### src/design/psc_pkg.sv
// Purpose: shared constants, types and register map of the power-save clock control block
// Assumes: 32-bit AHB-Lite register bus, one aligned word per register
// Notes: byte offsets below are the AHB byte addresses of each register
package psc_pkg;

  // register byte offsets
  localparam logic [7:0] PSC_OFS_WAKE_CONTROL = 8'h00;
  localparam logic [7:0] PSC_OFS_CLOCK_DIVIDER = 8'h04;
  localparam logic [7:0] PSC_OFS_FLAG_FIVE = 8'h08;
  localparam logic [7:0] PSC_OFS_MODULE_DISABLE = 8'h0C;
  localparam logic [7:0] PSC_OFS_MODULE_ENABLE = 8'h10;
  localparam logic [7:0] PSC_OFS_MODULE_IDLE_STOP = 8'h14;
  localparam logic [7:0] PSC_OFS_POWER_STATUS = 8'h18;

  // address decode window
  localparam int PSC_ADDR_W = 8;

  // wake_control fields
  localparam int PSC_WAKE_EN_BIT = 15;
  localparam int PSC_WAKE_SIDL_BIT = 13;
  localparam int PSC_WAKE_SINK_BIT = 8;
  localparam logic [15:0] PSC_WAKE_WR_MASK = 16'hA100;
  localparam logic [15:0] PSC_WAKE_RESET = 16'h0000;

  // clock_divider_reg fields
  localparam int PSC_DIV_RET_INT_BIT = 15;
  localparam int PSC_DIV_RATIO_MSB = 14;
  localparam int PSC_DIV_RATIO_LSB = 12;
  localparam int PSC_DIV_SLOW_EN_BIT = 11;
  localparam logic [15:0] PSC_DIV_WR_MASK = 16'hF800;
  localparam logic [15:0] PSC_DIV_RESET = 16'h0000;
  localparam int PSC_RATIO_W = 3;
  localparam int PSC_DOZE_CNT_W = 7;

  // interrupt_flag_reg_five fields
  localparam int PSC_FLAG_WAKE_BIT = 0;

  // power status fields
  localparam int PSC_STAT_SLEEP_BIT = 0;
  localparam int PSC_STAT_IDLE_BIT = 1;
  localparam int PSC_STAT_ENTER_BIT = 2;
  localparam int PSC_STAT_CPU_CLK_BIT = 3;

  // AHB encodings
  localparam logic [1:0] PSC_HTRANS_NONSEQ = 2'h2;
  localparam logic [1:0] PSC_HTRANS_SEQ = 2'h3;
  localparam logic PSC_HRESP_OKAY = 1'h0;

  // power states
  typedef enum logic [1:0] {
    PSC_ST_RUN,
    PSC_ST_ENTER,
    PSC_ST_SLEEP,
    PSC_ST_IDLE
  } psc_state_t;

  // captured AHB address phase
  typedef struct packed {
    logic vld;
    logic wr;
    logic [PSC_ADDR_W-1:0] addr;
  } psc_ahb_cap_t;

endpackage : psc_pkg

### src/design/psc_top.sv
// Purpose: power-save mode sequencing, low-power wake, CPU slowdown and peripheral clock gating
// Assumes: core_clk is the always-on control clock; the gated system clock is sys_clk_en
// Notes: registers reached over AHB-Lite, zero wait states, always OKAY
//
// Function
// - interrupts during power-save entry wait until entry ends, then wake the device
// - wake pin dropping below threshold while discharging ends Sleep, resumes execution
// - wake event sets bit 0 of interrupt flag register five
// - wake_control bit 15 enables the wake module, reset value 0
// - wake_control bit 8 enables the discharge current sink, reset value 0
// - wake_control bit 13 stops the wake module during Idle
// - unimplemented wake_control bits read zero and ignore writes
// - slowdown keeps system and peripheral clocks, lowers only CPU rate
// - slowed CPU clock stays aligned with peripheral clock domain
// - clock divider bit 11 turns CPU slowdown on or off
// - bits 14 to 12 choose ratio 1:1 to 1:128, default 1:1
// - bit 15 set lets an interrupt end slowdown; clear leaves slowdown alone
// - module-disable bit gates every clock of that peripheral
// - disabled module registers ignore writes and read invalid
// - cleared module-enable stops function, registers stay accessible
// - peripherals run in Idle unless their stop-in-idle bit is set
// - Sleep stops system clock and code; Idle stops CPU only
// - Sleep or Idle ends on enabled interrupt, watchdog time-out or reset
`timescale 1ns/100ps
`default_nettype none
module psc_top
  import psc_pkg::*;
#(
  parameter int NUM_PERIPH = 8
) (
  // clock and reset
  input wire logic core_clk,
  input wire logic nrst,
  // AHB-Lite slave
  input wire logic hsel,
  input wire logic [31:0] haddr,
  input wire logic [1:0] htrans,
  input wire logic hwrite,
  input wire logic [2:0] hsize,
  input wire logic [31:0] hwdata,
  input wire logic hready,
  output logic hreadyout,
  output logic hresp,
  output logic [31:0] hrdata,
  // CPU core
  input wire logic power_save_req,
  input wire logic power_save_sleep,
  input wire logic irq_pending,
  input wire logic wdt_timeout,
  output logic irq_to_cpu,
  output logic wake_pulse,
  output logic cpu_clk_en,
  output logic in_sleep,
  output logic in_idle,
  // system and peripheral clocks
  output logic sys_clk_en,
  output logic [NUM_PERIPH-1:0] periph_clk_en,
  output logic [NUM_PERIPH-1:0] periph_func_en,
  output logic [NUM_PERIPH-1:0] periph_reg_en,
  // wake pin pad
  input wire logic wake_pin_low,
  output logic wake_sink_en,
  output logic wake_comp_en
);

  import psc_pkg::*;

  // state and registers
  psc_state_t state_q, state_d;
  psc_ahb_cap_t cap_q;
  logic [15:0] wake_ctl_q;
  logic [15:0] div_ctl_q;
  logic flag_wake_q;
  logic [NUM_PERIPH-1:0] mod_dis_q;
  logic [NUM_PERIPH-1:0] mod_en_q;
  logic [NUM_PERIPH-1:0] mod_idl_q;
  logic irq_held_q;
  logic [PSC_DOZE_CNT_W-1:0] doze_cnt_q;
  logic pin_low_prev_q;

  // combinational helpers
  logic pin_low_s;
  logic wake_active;
  logic wake_event;
  logic wake_any;
  logic bus_wr;
  logic [15:0] wdata16;
  logic [PSC_RATIO_W-1:0] ratio;
  logic [PSC_DOZE_CNT_W-1:0] doze_limit;
  logic doze_on;
  logic ret_int_clear;
  logic is_sleep;
  logic is_idle;
  logic [31:0] rd_mux;

  // address phase is valid only on a selected NONSEQ or SEQ with the bus ready
  logic addr_phase;
  assign addr_phase = hsel && hready && (htrans == PSC_HTRANS_NONSEQ || htrans == PSC_HTRANS_SEQ);

  // write happens in the data phase of a captured write
  assign bus_wr = cap_q.vld && cap_q.wr;
  assign wdata16 = hwdata[15:0];

  // register the address phase for use in the data phase
  always_ff @(posedge core_clk or negedge nrst) begin
    if (!nrst) begin
      cap_q <= '0;
    end else if (hready) begin
      cap_q.vld <= addr_phase;
      cap_q.wr <= hwrite;
      cap_q.addr <= haddr[PSC_ADDR_W-1:0];
    end
  end

  // zero wait states, only OKAY responses
  always_ff @(posedge core_clk or negedge nrst) begin
    if (!nrst) begin
      hreadyout <= 1'b1;
      hresp <= PSC_HRESP_OKAY;
    end else begin
      hreadyout <= 1'b1;
      hresp <= PSC_HRESP_OKAY;
    end
  end

  // read mux; unmapped offsets and unimplemented bits read zero
  always_comb begin
    rd_mux = 32'h0000_0000;
    if (haddr[PSC_ADDR_W-1:0] == PSC_OFS_WAKE_CONTROL) begin
      rd_mux[15:0] = wake_ctl_q & PSC_WAKE_WR_MASK;
    end else if (haddr[PSC_ADDR_W-1:0] == PSC_OFS_CLOCK_DIVIDER) begin
      rd_mux[15:0] = div_ctl_q & PSC_DIV_WR_MASK;
    end else if (haddr[PSC_ADDR_W-1:0] == PSC_OFS_FLAG_FIVE) begin
      rd_mux[PSC_FLAG_WAKE_BIT] = flag_wake_q;
    end else if (haddr[PSC_ADDR_W-1:0] == PSC_OFS_MODULE_DISABLE) begin
      rd_mux[NUM_PERIPH-1:0] = mod_dis_q;
    end else if (haddr[PSC_ADDR_W-1:0] == PSC_OFS_MODULE_ENABLE) begin
      rd_mux[NUM_PERIPH-1:0] = mod_en_q;
    end else if (haddr[PSC_ADDR_W-1:0] == PSC_OFS_MODULE_IDLE_STOP) begin
      rd_mux[NUM_PERIPH-1:0] = mod_idl_q;
    end else if (haddr[PSC_ADDR_W-1:0] == PSC_OFS_POWER_STATUS) begin
      rd_mux[PSC_STAT_SLEEP_BIT] = is_sleep;
      rd_mux[PSC_STAT_IDLE_BIT] = is_idle;
      rd_mux[PSC_STAT_ENTER_BIT] = (state_q == PSC_ST_ENTER);
      rd_mux[PSC_STAT_CPU_CLK_BIT] = cpu_clk_en;
    end
  end

  // read data sampled at the address-phase edge, stands through the data phase
  always_ff @(posedge core_clk or negedge nrst) begin
    if (!nrst) begin
      hrdata <= 32'h0000_0000;
    end else if (addr_phase && !hwrite) begin
      hrdata <= rd_mux;
    end
  end

  // wake control register: only enable, stop-in-idle and sink bits are stored
  always_ff @(posedge core_clk or negedge nrst) begin
    if (!nrst) begin
      wake_ctl_q <= PSC_WAKE_RESET;
    end else if (bus_wr && cap_q.addr == PSC_OFS_WAKE_CONTROL) begin
      wake_ctl_q <= wdata16 & PSC_WAKE_WR_MASK;
    end
  end

  // clock divider register; an interrupt may drop the slowdown enable
  always_ff @(posedge core_clk or negedge nrst) begin
    if (!nrst) begin
      div_ctl_q <= PSC_DIV_RESET;
    end else begin
      if (bus_wr && cap_q.addr == PSC_OFS_CLOCK_DIVIDER) begin
        div_ctl_q <= wdata16 & PSC_DIV_WR_MASK;
      end
      // hardware clear wins so an interrupt with return-on-interrupt set restores full speed
      if (ret_int_clear) begin
        div_ctl_q[PSC_DIV_SLOW_EN_BIT] <= 1'b0;
      end
    end
  end

  // peripheral disable, enable and stop-in-idle bits
  always_ff @(posedge core_clk or negedge nrst) begin
    if (!nrst) begin
      mod_dis_q <= '0;
      mod_en_q <= '0;
      mod_idl_q <= '0;
    end else if (bus_wr) begin
      if (cap_q.addr == PSC_OFS_MODULE_DISABLE) begin
        mod_dis_q <= hwdata[NUM_PERIPH-1:0];
      end else if (cap_q.addr == PSC_OFS_MODULE_ENABLE) begin
        mod_en_q <= hwdata[NUM_PERIPH-1:0];
      end else if (cap_q.addr == PSC_OFS_MODULE_IDLE_STOP) begin
        mod_idl_q <= hwdata[NUM_PERIPH-1:0];
      end
    end
  end

  // wake flag: hardware set wins over a software clear in the same cycle
  always_ff @(posedge core_clk or negedge nrst) begin
    if (!nrst) begin
      flag_wake_q <= 1'b0;
    end else if (wake_event) begin
      flag_wake_q <= 1'b1;
    end else if (bus_wr && cap_q.addr == PSC_OFS_FLAG_FIVE) begin
      flag_wake_q <= hwdata[PSC_FLAG_WAKE_BIT];
    end
  end

  // pad comparator output crosses into core_clk through two flops
  psc_sync2 #(
    .WIDTH(1)
  ) u_pin_sync (
    .core_clk(core_clk),
    .nrst(nrst),
    .din(wake_pin_low),
    .dout(pin_low_s)
  );

  // remember the synchronised level for edge detection
  always_ff @(posedge core_clk or negedge nrst) begin
    if (!nrst) begin
      pin_low_prev_q <= 1'b0;
    end else begin
      pin_low_prev_q <= pin_low_s;
    end
  end

  // decoded power state
  assign is_sleep = (state_q == PSC_ST_SLEEP);
  assign is_idle = (state_q == PSC_ST_IDLE);

  // wake module runs when enabled, except in Idle with stop-in-idle set
  assign wake_active = wake_ctl_q[PSC_WAKE_EN_BIT]
                     && !(is_idle && wake_ctl_q[PSC_WAKE_SIDL_BIT]);
  // one event per falling crossing, only while the sink discharges the pin
  assign wake_event = wake_active && wake_ctl_q[PSC_WAKE_SINK_BIT]
                    && pin_low_s && !pin_low_prev_q;

  // any wake cause while parked
  assign wake_any = irq_pending || irq_held_q || wdt_timeout || wake_event;

  // pad controls follow the module state
  always_ff @(posedge core_clk or negedge nrst) begin
    if (!nrst) begin
      wake_sink_en <= 1'b0;
      wake_comp_en <= 1'b0;
    end else begin
      wake_sink_en <= wake_active && wake_ctl_q[PSC_WAKE_SINK_BIT];
      wake_comp_en <= wake_active;
    end
  end

  // power state sequencing
  always_comb begin
    state_d = state_q;
    case (state_q)
      PSC_ST_RUN: begin
        if (power_save_req) begin
          state_d = PSC_ST_ENTER;
        end
      end
      PSC_ST_ENTER: begin
        state_d = power_save_sleep ? PSC_ST_SLEEP : PSC_ST_IDLE;
      end
      PSC_ST_SLEEP: begin
        if (wake_any) begin
          state_d = PSC_ST_RUN;
        end
      end
      PSC_ST_IDLE: begin
        if (wake_any) begin
          state_d = PSC_ST_RUN;
        end
      end
      default: begin
        state_d = PSC_ST_RUN;
      end
    endcase
  end

  // state register; reset always returns to run
  always_ff @(posedge core_clk or negedge nrst) begin
    if (!nrst) begin
      state_q <= PSC_ST_RUN;
    end else begin
      state_q <= state_d;
    end
  end

  // interrupts seen during entry are parked until the mode is reached
  always_ff @(posedge core_clk or negedge nrst) begin
    if (!nrst) begin
      irq_held_q <= 1'b0;
    end else if (state_q == PSC_ST_ENTER || (state_q == PSC_ST_RUN && power_save_req)) begin
      irq_held_q <= irq_held_q || irq_pending;
    end else if (state_q != PSC_ST_RUN) begin
      irq_held_q <= irq_held_q;
    end else begin
      irq_held_q <= 1'b0;
    end
  end

  // interrupt reaches the CPU only in run, never mid-entry
  always_ff @(posedge core_clk or negedge nrst) begin
    if (!nrst) begin
      irq_to_cpu <= 1'b0;
      wake_pulse <= 1'b0;
    end else begin
      irq_to_cpu <= irq_pending && state_q == PSC_ST_RUN && !power_save_req;
      wake_pulse <= (is_sleep || is_idle) && wake_any;
    end
  end

  // slowdown ratio: value n gives a period of two to the n cycles
  assign ratio = div_ctl_q[PSC_DIV_RATIO_MSB:PSC_DIV_RATIO_LSB];
  assign doze_limit = PSC_DOZE_CNT_W'((8'h01 << ratio) - 8'h01);
  assign doze_on = div_ctl_q[PSC_DIV_SLOW_EN_BIT];
  assign ret_int_clear = div_ctl_q[PSC_DIV_RET_INT_BIT] && doze_on && irq_pending;

  // doze counter runs off core_clk so the CPU enable stays in step with peripherals
  always_ff @(posedge core_clk or negedge nrst) begin
    if (!nrst) begin
      doze_cnt_q <= '0;
    end else if (state_q != PSC_ST_RUN || !doze_on || doze_cnt_q >= doze_limit) begin
      doze_cnt_q <= '0;
    end else begin
      doze_cnt_q <= doze_cnt_q + PSC_DOZE_CNT_W'(1);
    end
  end

  // CPU clock enable: every cycle at full speed, one in 2^n in slowdown
  always_ff @(posedge core_clk or negedge nrst) begin
    if (!nrst) begin
      cpu_clk_en <= 1'b1;
    end else begin
      cpu_clk_en <= (state_q == PSC_ST_RUN) && !power_save_req
                  && (!doze_on || ret_int_clear || doze_cnt_q == '0);
    end
  end

  // system clock stops only in Sleep; slowdown never touches it
  always_ff @(posedge core_clk or negedge nrst) begin
    if (!nrst) begin
      sys_clk_en <= 1'b1;
      in_sleep <= 1'b0;
      in_idle <= 1'b0;
    end else begin
      sys_clk_en <= (state_d != PSC_ST_SLEEP);
      in_sleep <= (state_d == PSC_ST_SLEEP);
      in_idle <= (state_d == PSC_ST_IDLE);
    end
  end

  // per-peripheral gating; register access survives a cleared enable but not a disable
  always_ff @(posedge core_clk or negedge nrst) begin
    if (!nrst) begin
      periph_clk_en <= '1;
      periph_func_en <= '0;
      periph_reg_en <= '1;
    end else begin
      for (int i = 0; i < NUM_PERIPH; i++) begin
        periph_clk_en[i] <= (state_d != PSC_ST_SLEEP) && !mod_dis_q[i]
                          && !(state_d == PSC_ST_IDLE && mod_idl_q[i]);
        periph_func_en[i] <= mod_en_q[i] && !mod_dis_q[i]
                           && !(state_d == PSC_ST_IDLE && mod_idl_q[i]);
        periph_reg_en[i] <= !mod_dis_q[i];
      end
    end
  end

endmodule : psc_top
`default_nettype wire

### src/design/psc_sync2.sv
// Purpose: two-flop synchroniser for levels arriving from the pad comparator
// Assumes: input may change at any time relative to core_clk
// Notes: only the second stage is visible to the rest of the design
`timescale 1ns/100ps
`default_nettype none
module psc_sync2 #(
  parameter int WIDTH = 1
) (
  // clock and reset
  input wire logic core_clk,
  input wire logic nrst,
  // data
  input wire logic [WIDTH-1:0] din,
  output logic [WIDTH-1:0] dout
);

  logic [WIDTH-1:0] meta_q;

  // first stage feeds the second stage only
  always_ff @(posedge core_clk or negedge nrst) begin
    if (!nrst) begin
      meta_q <= '0;
      dout <= '0;
    end else begin
      meta_q <= din;
      dout <= meta_q;
    end
  end

endmodule : psc_sync2
`default_nettype wire

### config.mk
export PLATFORM = sky130hd
export DESIGN_NAME = psc_top
export DESIGN_NICKNAME = d
export VERILOG_FILES = /design/src/design/psc_pkg.sv /design/src/design/psc_top.sv /design/src/design/psc_sync2.sv
export SDC_FILE = /design/constraint.sdc
export NUM_CORES = 1
export LEC_CHECK = 0
export ABC_AREA = 1
export BUFFER_PORTS_ARGS = -buffer_cell sky130_fd_sc_hd__buf_2
export CORE_UTILIZATION = 40
export DETAILED_ROUTE_END_ITERATION = 16
export SETUP_SLACK_MARGIN = 0.05
export SLEW_MARGIN = 30
export SYNTH_ARGS = -nofsm -noshare
export SYNTH_HDL_FRONTEND = slang
export SYNTH_HIERARCHICAL = 1
export SYNTH_SLANG_ARGS = --single-unit
### constraint.sdc
create_clock -name core_clk -period 3.8 [get_ports core_clk]
set_input_delay 0.76 -clock core_clk [delete_from_list [all_inputs] [get_ports core_clk]]
set_output_delay 0.76 -clock core_clk [all_outputs]
set_load 0.01 [all_outputs]
After elaboration in Yosys (flattened, before gate mapping)
Cells that the tools add are included.
{"block": "classes", "n_reduce_logical": 102, "add_sub_neg": 2, "muxes": 21, "n_bitwise": 2, "magnitude_cmp": 1, "eq_ne": 20, "n_shift": 1}
{"op": "1-bit logical AND", "count": 60}
{"op": "8-bit by 5-bit == test with 1-bit output, second input constant", "count": 5}
{"op": "8-bit by 4-bit == test with 1-bit output, second input constant", "count": 4}
{"op": "8-bit 2-to-1 mux", "count": 4}
{"op": "1-bit zero test", "count": 21}
{"op": "8-bit by 3-bit == test with 1-bit output, second input constant", "count": 2}
{"op": "8-bit zero test", "count": 2}
{"op": "16-bit 2-to-1 mux", "count": 1}
{"op": "7-bit 2-to-1 mux", "count": 2}
{"op": "2-bit == test, second input constant", "count": 6}
{"op": "12-bit 2-to-1 mux", "count": 1}
{"op": "4-bit 2-to-1 mux", "count": 3}
{"op": "1-bit logical OR", "count": 10}
{"op": "7-bit by 1-bit adder with 7-bit output, second input constant", "count": 1}
{"op": "7-bit greater-or-equal comparator", "count": 1}
{"op": "7-bit zero test", "count": 1}
{"op": "1-bit 2-to-1 mux", "count": 7}
{"op": "1-bit by 3-bit left shift with 7-bit output, first input constant", "count": 1}
{"op": "7-bit by 1-bit subtractor with 7-bit output, second input constant", "count": 1}
{"op": "2-bit one-hot mux with 3 select lines", "count": 1}
{"op": "2-bit nonzero test", "count": 3}
{"op": "2-bit 2-to-1 mux", "count": 2}
{"op": "2-bit != test, second input constant", "count": 2}
{"op": "4-bit AND reduction", "count": 1}
{"op": "6 further kinds", "count": 7}
{"block": "totals", "wordCells": 177, "inputBits": 79, "output_inout_bits": 66, "register_bits": 104}

Logic depth before layout (Yosys ltp)
Gate-level depths: netlist of run 1.
{"block": "depth", "depth_word": 14, "ltp_mapped": 9, "depth_no_buf": 8}

By module
Netlist of run 1, hierarchy kept.
{"module": "psc_top", "area_each_um2": 4635.7, "n_inst": 1, "cells_per_inst": 529, "seq_area_each_um2": 2524.9}
{"module": "psc_sync2", "area_each_um2": 50.0, "n_inst": 1, "cells_per_inst": 2, "seq_area_each_um2": 50.0}

Least setup slack after synthesis of run 1
No wires, ideal clock.
{"block": "synth_path", "kind": "input to register", "startpoint": "input haddr[7]", "endpoint": "register hrdata[3]", "stages": 9, "setup_ns": 0.117, "path_slack_ns": 2.170, "path_buffers": 1, "arrival_ns": 1.514, "cell_sequence": "nor2_2 nand2_1 inv_1 buf_4 nand3_1 nor2_1 nor2_1 nand2_1 nand2_1"}
{"block": "synth_via", "elab_chain_len": 8}
{"element": "from (decl)", "line_no": "psc_top.sv:36", "text": "input wire logic [31:0] haddr,"}
{"element": "8-bit by 5-bit == test with 1-bit output", "line_no": "psc_top.sv:141", "text": "end else if (haddr[PSC_ADDR_W-1:0] == PSC_OFS_POWER_STATUS) begin"}
{"element": "4-bit 2-to-1 mux", "line_no": "psc_top.sv:141"}
{"element": "4-bit 2-to-1 mux", "line_no": "psc_top.sv:139", "text": "end else if (haddr[PSC_ADDR_W-1:0] == PSC_OFS_MODULE_IDLE_STOP) begin"}
{"element": "8-bit 2-to-1 mux", "line_no": "psc_top.sv:137", "text": "end else if (haddr[PSC_ADDR_W-1:0] == PSC_OFS_MODULE_ENABLE) begin"}
{"element": "8-bit 2-to-1 mux", "line_no": "psc_top.sv:135", "text": "end else if (haddr[PSC_ADDR_W-1:0] == PSC_OFS_MODULE_DISABLE) begin"}
{"element": "7-bit 2-to-1 mux", "line_no": "psc_top.sv:133", "text": "end else if (haddr[PSC_ADDR_W-1:0] == PSC_OFS_FLAG_FIVE) begin"}
{"element": "8-bit 2-to-1 mux", "line_no": "psc_top.sv:131", "text": "end else if (haddr[PSC_ADDR_W-1:0] == PSC_OFS_CLOCK_DIVIDER) begin"}
{"element": "16-bit 2-to-1 mux (*)", "line_no": "psc_top.sv:129", "text": "if (haddr[PSC_ADDR_W-1:0] == PSC_OFS_WAKE_CONTROL) begin"}
{"element": "to (signal assigned)", "line_no": "psc_top.sv:154", "text": "hrdata <= rd_mux;"}
{"element": "to (decl)", "line_no": "psc_top.sv:44", "text": "output logic [31:0] hrdata,"}
Every way passes the cells marked *; elsewhere a longest branch is shown, timed or not.
A chain may end at the register's enable or synchronous reset.

Worst setup path after layout of run 1
{"block": "layout_path", "startpoint": "input hready", "endpoint": "register hrdata[3]"}
{"block": "layout_via", "elab_chain_len": 3}
{"element": "from (decl)", "line_no": "psc_top.sv:41", "text": "input wire logic hready,"}
{"element": "1-bit logical AND (2 in a row)", "line_no": "psc_top.sv:98", "text": "assign addr_phase = hsel && hready && (htrans == PSC_HTRANS_NONSEQ || htrans == PSC_HTRANS_SEQ);"}
{"element": "1-bit logical AND", "line_no": "psc_top.sv:153", "text": "end else if (addr_phase && !hwrite) begin"}
Every way passes these cells.

==> results.json, run 1 <==
{
  "status": "completed",
  "start_kind": "primary input",
  "rsz0062_at_grt": "no",
  "vias": 3571,
  "diodes": 0,
  "vdd_drop_max_v": 0.000326,
  "clock-sinks": 102,
  "ys.warnings.count": 6,
  "max_cap_violations": 0,
  "die_w_um": 110,
  "cts_resized": 0,
  "grt_pass1_vias": 3454,
  "fin_ws_ns": 1.72,
  "grt_antenna_before_repair": 0,
  "drc_errors": 0,
  "start_util": 0.410,
  "power_density_nw_per_um2": 505,
  "async_reset_ff_frac": 1.00,
  "dieArea_um2": 12200,
  "syn_to_final_growth_pct": 17.4,
  "pre_cts_ws_ns": 1.36,
  "synth_xor_area_frac": 0.00561,
  "ys.flop_type": "dfrtp_1",
  "via_per_inst": 4.70,
  "fin_nets": 700,
  "gr-total-overflow": 0,
  "synth.area.mux_share": 0,
  "dr.pass1.iters": 4,
  "critPathMaxFanout": 21,
  "cts-buffers-inserted": 9,
  "skew_ns": 0.00766,
  "dp_cells": 744,
  "power.internal_w": 0.00203,
  "post_cts.repair.setup_buffers": 0,
  "final_common_cell": "nand2_1",
  "yosysTopAreaCell": "dfrtp_1",
  "clk_latency_ns": 0.35,
  "finalMaxSlewViolations": 0,
  "mostFrequentLayoutCells": "116 x nand2_1, 84 x dfrtp_1, 77 x inv_1, 77 x buf_2, 58 x nor2_1",
  "synth_edf_count": 0,
  "p_leak_nw": 3.03,
  "drtIter0Drc": 183,
  "grt_max_degree": 64,
  "cts_hold_buf": 0,
  "die_h_um": 110,
  "slew_headroom": 0.494,
  "post-route-min-period_ns": 2.08,
  "synth_seq_cells": 102,
  "worst_slew_pin_slew_ns": 0.759,
  "avgSynthCellArea_um2": 8.82,
  "setup_viol": 0,
  "ctsLongestPathBuffers": 2,
  "grt_pass1_wl_um": 16600,
  "ios": 145,
  "clock_tree.htree_level_count": 3,
  "dp_hpwl_um": 7310,
  "fmax_ghz": 0.481,
  "port_buffers": 78,
  "cts_tree": "built",
  "hold_viol": 0,
  "ant_nets": 0,
  "synth_cells": 531,
  "num_rows": 39,
  "hold_class": "reg2reg",
  "synth-adder-area-share": 0.0240,
  "crit_type": "in2reg",
  "ys_seq_area_frac": 0.550,
  "core_um2": 11400,
  "synth_top_family_by_area": "simple AND/OR/NAND/NOR gates",
  "clk_root_buffer_cell": "clkbuf_16",
  "combPwrFrac": 0.150,
  "finalWeightedCongestion": 0.836,
  "synthDominantCellAreaShare": 0.449,
  "switching_share": 0.269,
  "routedWlPerCell_um": 13.1,
  "switchingPower_w": 0.000747,
  "fin_crit_sh": 0.547,
  "track_usage": 0.182,
  "worstPathRequired_ns": 4.08,
  "synthTopCellsByArea": "dfrtp_1 45%, dfstp_2 10%, nand2_1 9.3%",
  "setup-tns-final_ns": 0,
  "fin_cells": 760,
  "critPathArrivalTime_ns": 2.36,
  "pwr-share-clk": 0.398,
  "seqPwrFrac": 0.452,
  "drive_gt1_frac": 0.230,
  "syn_area_um2": 4690,
  "finalPower_w": 0.00278,
  "clkSlewWorstSetupHoldPaths_ns": 0.06,
  "synth_cell_type_count": 35,
  "cp-end-kind": "flop",
  "wirelength_um": 9980,
  "synthSimpleGateAreaFrac": 0.229,
  "synth_compound_area_frac": 0.0844
}
Yosys cell counts (8+ instances only):
master   count
buf_4       21
nor2_1      58
o21ai_2      8
o21ai_0     22
nand2_1    116
ha_1         9
nand4_1      8
a21oi_1     16
dfstp_2     18
o21ai_1      9
nand3_1     35
inv_1       77
dfrtp_1     84
state kept, by name, indices dropped and copies added, names as in the netlist, 2 cells and up:
name	count
div_ctl_q	5
state_q	2
cap_q	10
doze_cnt_q	7
periph_reg_en	8
mod_idl_q	8
periph_func_en	8
mod_en_q	8
periph_clk_en	8
hrdata	14
wake_ctl_q	3
mod_dis_q	8
cell type report:
class                           instances  area [µm²]
Tap cell                              143         179
Clock inverter                          6         134
Fill cell                            1130        5920
Multi-Input combinational cell        341        1680
Timing Repair Buffer                   80         408
Sequential cell                       102        2570
Clock buffer                           10         229
Inverter                               78         293
worst max-delay path, stage by stage:
cell	delay [ns]
buf_2	0.28
nand4_2	0.55
nor2_1	0.30
nand3_1	0.21
nor2_1	0.13
nand2_1	0.07
nand2_1	0.05
power groups by stage:
stage	Sequential, W	Combinational, W	Clock [W]
2_1_floorplan	0.00129	0.000247	0
3_3_place_gp	0.00127	0.000417	0
3_5_place_dp	0.00127	0.000425	0
4_1_cts	0.00125	0.000427	0.00113
5_1_grt	0.00127	0.000484	0.00116
6_report	0.00125	0.000416	0.00111
per-layer routing:
metal,up-vias,wire length (µm),GRT usage
li1,1799,-,-
met1,1669,4410,0.235
met2,95,4900,0.304
met3,8,579,0.0353
met4,0,87,0.0686
met5,-,0,0
through the flow:
step / hold WS [ns] / utilization / instance area (µm²)
2_1_floorplan: 0.331 / - / 4750
3_3_place_gp: 0.333 / 0.450 / 5140
3_5_place_dp: 0.335 / 0.450 / 5140
4_1_cts: 0.350 / 0.482 / 5500
5_1_grt: 0.377 / 0.482 / 5500
6_report: 0.348 / 0.482 / 5500
logic make-up after synthesis:
logic type	count (synthesis)
and+or+nand+nor	242
DFF	102
buffers and inverters	106
adders and majority gates	9
other	2
xor gates and xnor gates	3
AOI/OAI and AO/OA	67
path summary, 6_finish.rpt:
kind | slack (ns) | end | startpoint | depth (start not counted)
max reg2reg | 1.93 | periph_clk_en[0] | state_q[1] | 7
min in group asynchronous | 0.50 | mod_dis_q[2] | nrst | 1
max | 1.72 | hrdata[3] | hready | 7
min reg2reg | 0.35 | u_pin_sync/dout | u_pin_sync/meta_q | 0
max in group asynchronous | 2.46 | cpu_clk_en | nrst | 2
min | 0.35 | u_pin_sync/dout | u_pin_sync/meta_q | 0
Note: power is estimated with default switching activity, not from simulation.
==> inputs of run 2 (changes only) <==
==> constraint.sdc (replaced) <==
create_clock -name core_clk -period 2 [get_ports core_clk]
set_input_delay 0.4 -clock core_clk [delete_from_list [all_inputs] [get_ports core_clk]]
set_output_delay 0.4 -clock core_clk [all_outputs]
set_load 0.01 [all_outputs]
==> results.json, run 2 (same netlist as run 1, synthesis figures left out) <==
{
  "status": "completed",
  "dp_hpwl_um": 7480,
  "routedWlPerCell_um": 13.4,
  "rsz0062_at_grt": "no",
  "vdd_drop_max_v": 0.000579,
  "cts_hold_buf": 0,
  "start_util": 0.410,
  "die_w_um": 110,
  "drc_errors": 0,
  "cts-buffers-inserted": 9,
  "largest_register_ffs": 14,
  "grt_max_degree": 39,
  "cts_tree": "built",
  "core_um2": 11400,
  "grt_antenna_before_repair": 0,
  "top_register": "hrdata",
  "grt_pass1_wl_um": 17100,
  "grt_pass1_vias": 3509,
  "cp-end-kind": "flop",
  "dr.pass1.iters": 4,
  "critPathMaxFanout": 7,
  "n_fill_cell": 1128,
  "finalWeightedCongestion": 0.883,
  "fin_cells": 768,
  "top_regs": "hrdata x14, cap_q x10",
  "p_leak_nw": 3.04,
  "wirelength_um": 10300,
  "reg2reg_slack_ns": 0.30,
  "setup-tns-final_ns": 0,
  "mostFrequentLayoutCells": "116 x nand2_1, 84 x dfrtp_1, 77 x inv_1, 77 x buf_2, 58 x nor2_1",
  "clk_latency_ns": 0.35,
  "drtIter0Drc": 204,
  "fmax_ghz": 0.588,
  "ctsLongestPathBuffers": 2,
  "critPathArrivalTime_ns": 1.97,
  "regArea_um2": 2570,
  "hold_class": "in2async",
  "track_usage": 0.188,
  "clock-sinks": 102,
  "final_common_cell": "nand2_1",
  "dp_cells": 751,
  "max_cap_violations": 0,
  "worst_slew_pin_slew_ns": 0.515,
  "clk_root_buffer_cell": "clkbuf_16",
  "multi_input_area_um2": 1680,
  "setup_viol": 0,
  "clock_tree.htree_level_count": 3,
  "worstPathRequired_ns": 2.27,
  "fin_nets": 708,
  "reg2reg_depth": 7,
  "finalPower_w": 0.00493,
  "ant_nets": 0,
  "skew_ns": 0.00803,
  "post-route-min-period_ns": 1.70,
  "r2r_end": "doze_cnt_q[3]",
  "worstReg2RegStart": "div_ctl_q[13]",
  "finalMaxSlewViolations": 0,
  "clkSlewWorstSetupHoldPaths_ns": 0.07,
  "dieArea_um2": 12200,
  "port_buffers": 78,
  "drive_gt1_frac": 0.242,
  "ios": 145,
  "num_rows": 39,
  "diodes": 0,
  "syn_to_final_growth_pct": 17.7,
  "start_kind": "flop",
  "hold_viol": 0,
  "die_h_um": 110,
  "power_density_nw_per_um2": 895,
  "gr-total-overflow": 0,
  "fin_crit_sh": 0.851,
  "vias": 3646,
  "slew_headroom": 0.656,
  "crit_type": "reg2reg",
  "via_per_inst": 4.75
}
[run 2: cell types whose count changed in the layout (fill, tap and decap cells not counted)]
| cell | before | now |
|---|---|---|
| buf_12 | 0 | 2 |
| buf_4 | 3 | 9 |
| bufinv_16 | 4 | 0 |
| clkbuf_1 | 1 | 0 |
| clkinv_2 | 1 | 0 |
| clkinv_4 | 0 | 2 |
| clkinvlp_4 | 0 | 1 |
| inv_6 | 1 | 2 |
| inv_8 | 0 | 2 |
[run 2: through the flow]
step / util / instance area, µm² / hold slack [ns] / worst slack (ns)
floorplan: - / 4750 / 0.104 / 0.498
global placement: 0.457 / 5220 / 0.333 / 0.287
detailed placement: 0.457 / 5220 / 0.335 / 0.220
CTS: 0.482 / 5510 / 0.0363 / 0.200
global route: 0.483 / 5510 / 0.0615 / 0.0681
finish: 0.483 / 5510 / 0.0261 / 0.298
[run 2: repair_timing]
action / in CTS / in global routing
endpoints found under the setup margin: 0 / 6
resized for setup: 0 / 0
hold endpoints to repair: 0 / 0
buffers inserted: 0 / 1
[run 2: final cells by class]
class / count / share of cell area
tap: 143 / 0.0324
timing repair buffer: 88 / 0.0894
clock buffer: 9 / 0.0408
inverter: 78 / 0.0531
sequential: 102 / 0.467
clock inverter: 7 / 0.0118
multi-input combinational: 341 / 0.305
[run 2: worst max-delay path by stage]
| stage | startpoint | end |
|---|---|---|
| CTS | div_ctl_q[13] | doze_cnt_q[3] |
| global route | div_ctl_q[13] | doze_cnt_q[3] |
| global placement | div_ctl_q[13] | doze_cnt_q[3] |
| finish | div_ctl_q[13] | doze_cnt_q[3] |
| floorplan | div_ctl_q[13] | doze_cnt_q[3] |
| detailed placement | div_ctl_q[13] | doze_cnt_q[3] |
[run 2: routing by layer]
| metal | routed length, µm | part of all wire | vias up | GRT usage |
|---|---|---|---|---|
| li1 | - | - | 1817 | - |
| met1 | 4650 | 0.45 | 1718 | 0.248 |
| met2 | 4940 | 0.48 | 104 | 0.307 |
| met3 | 581 | 0.057 | 7 | 0.0517 |
| met4 | 81 | 0.0079 | 0 | 0.0461 |
| met5 | 0 | 0 | - | 0 |
[run 2: power by group]
part | internal [W] | switching [W] | total (W)
logic | 0.000274 | 0.000556 | 0.000830
registers | 0.00226 | 0.000124 | 0.00239
clock network | 0.000875 | 0.000839 | 0.00171
[run 2: worst max-delay path, stage by stage (launching register included)]
cell	delay, ns
dfrtp_1	0.46
o21ai_0	0.20
ha_1	0.28
a21oi_1	0.17
o21a_1	0.13
nand4_1	0.09
buf_4	0.17
nor3_1	0.13
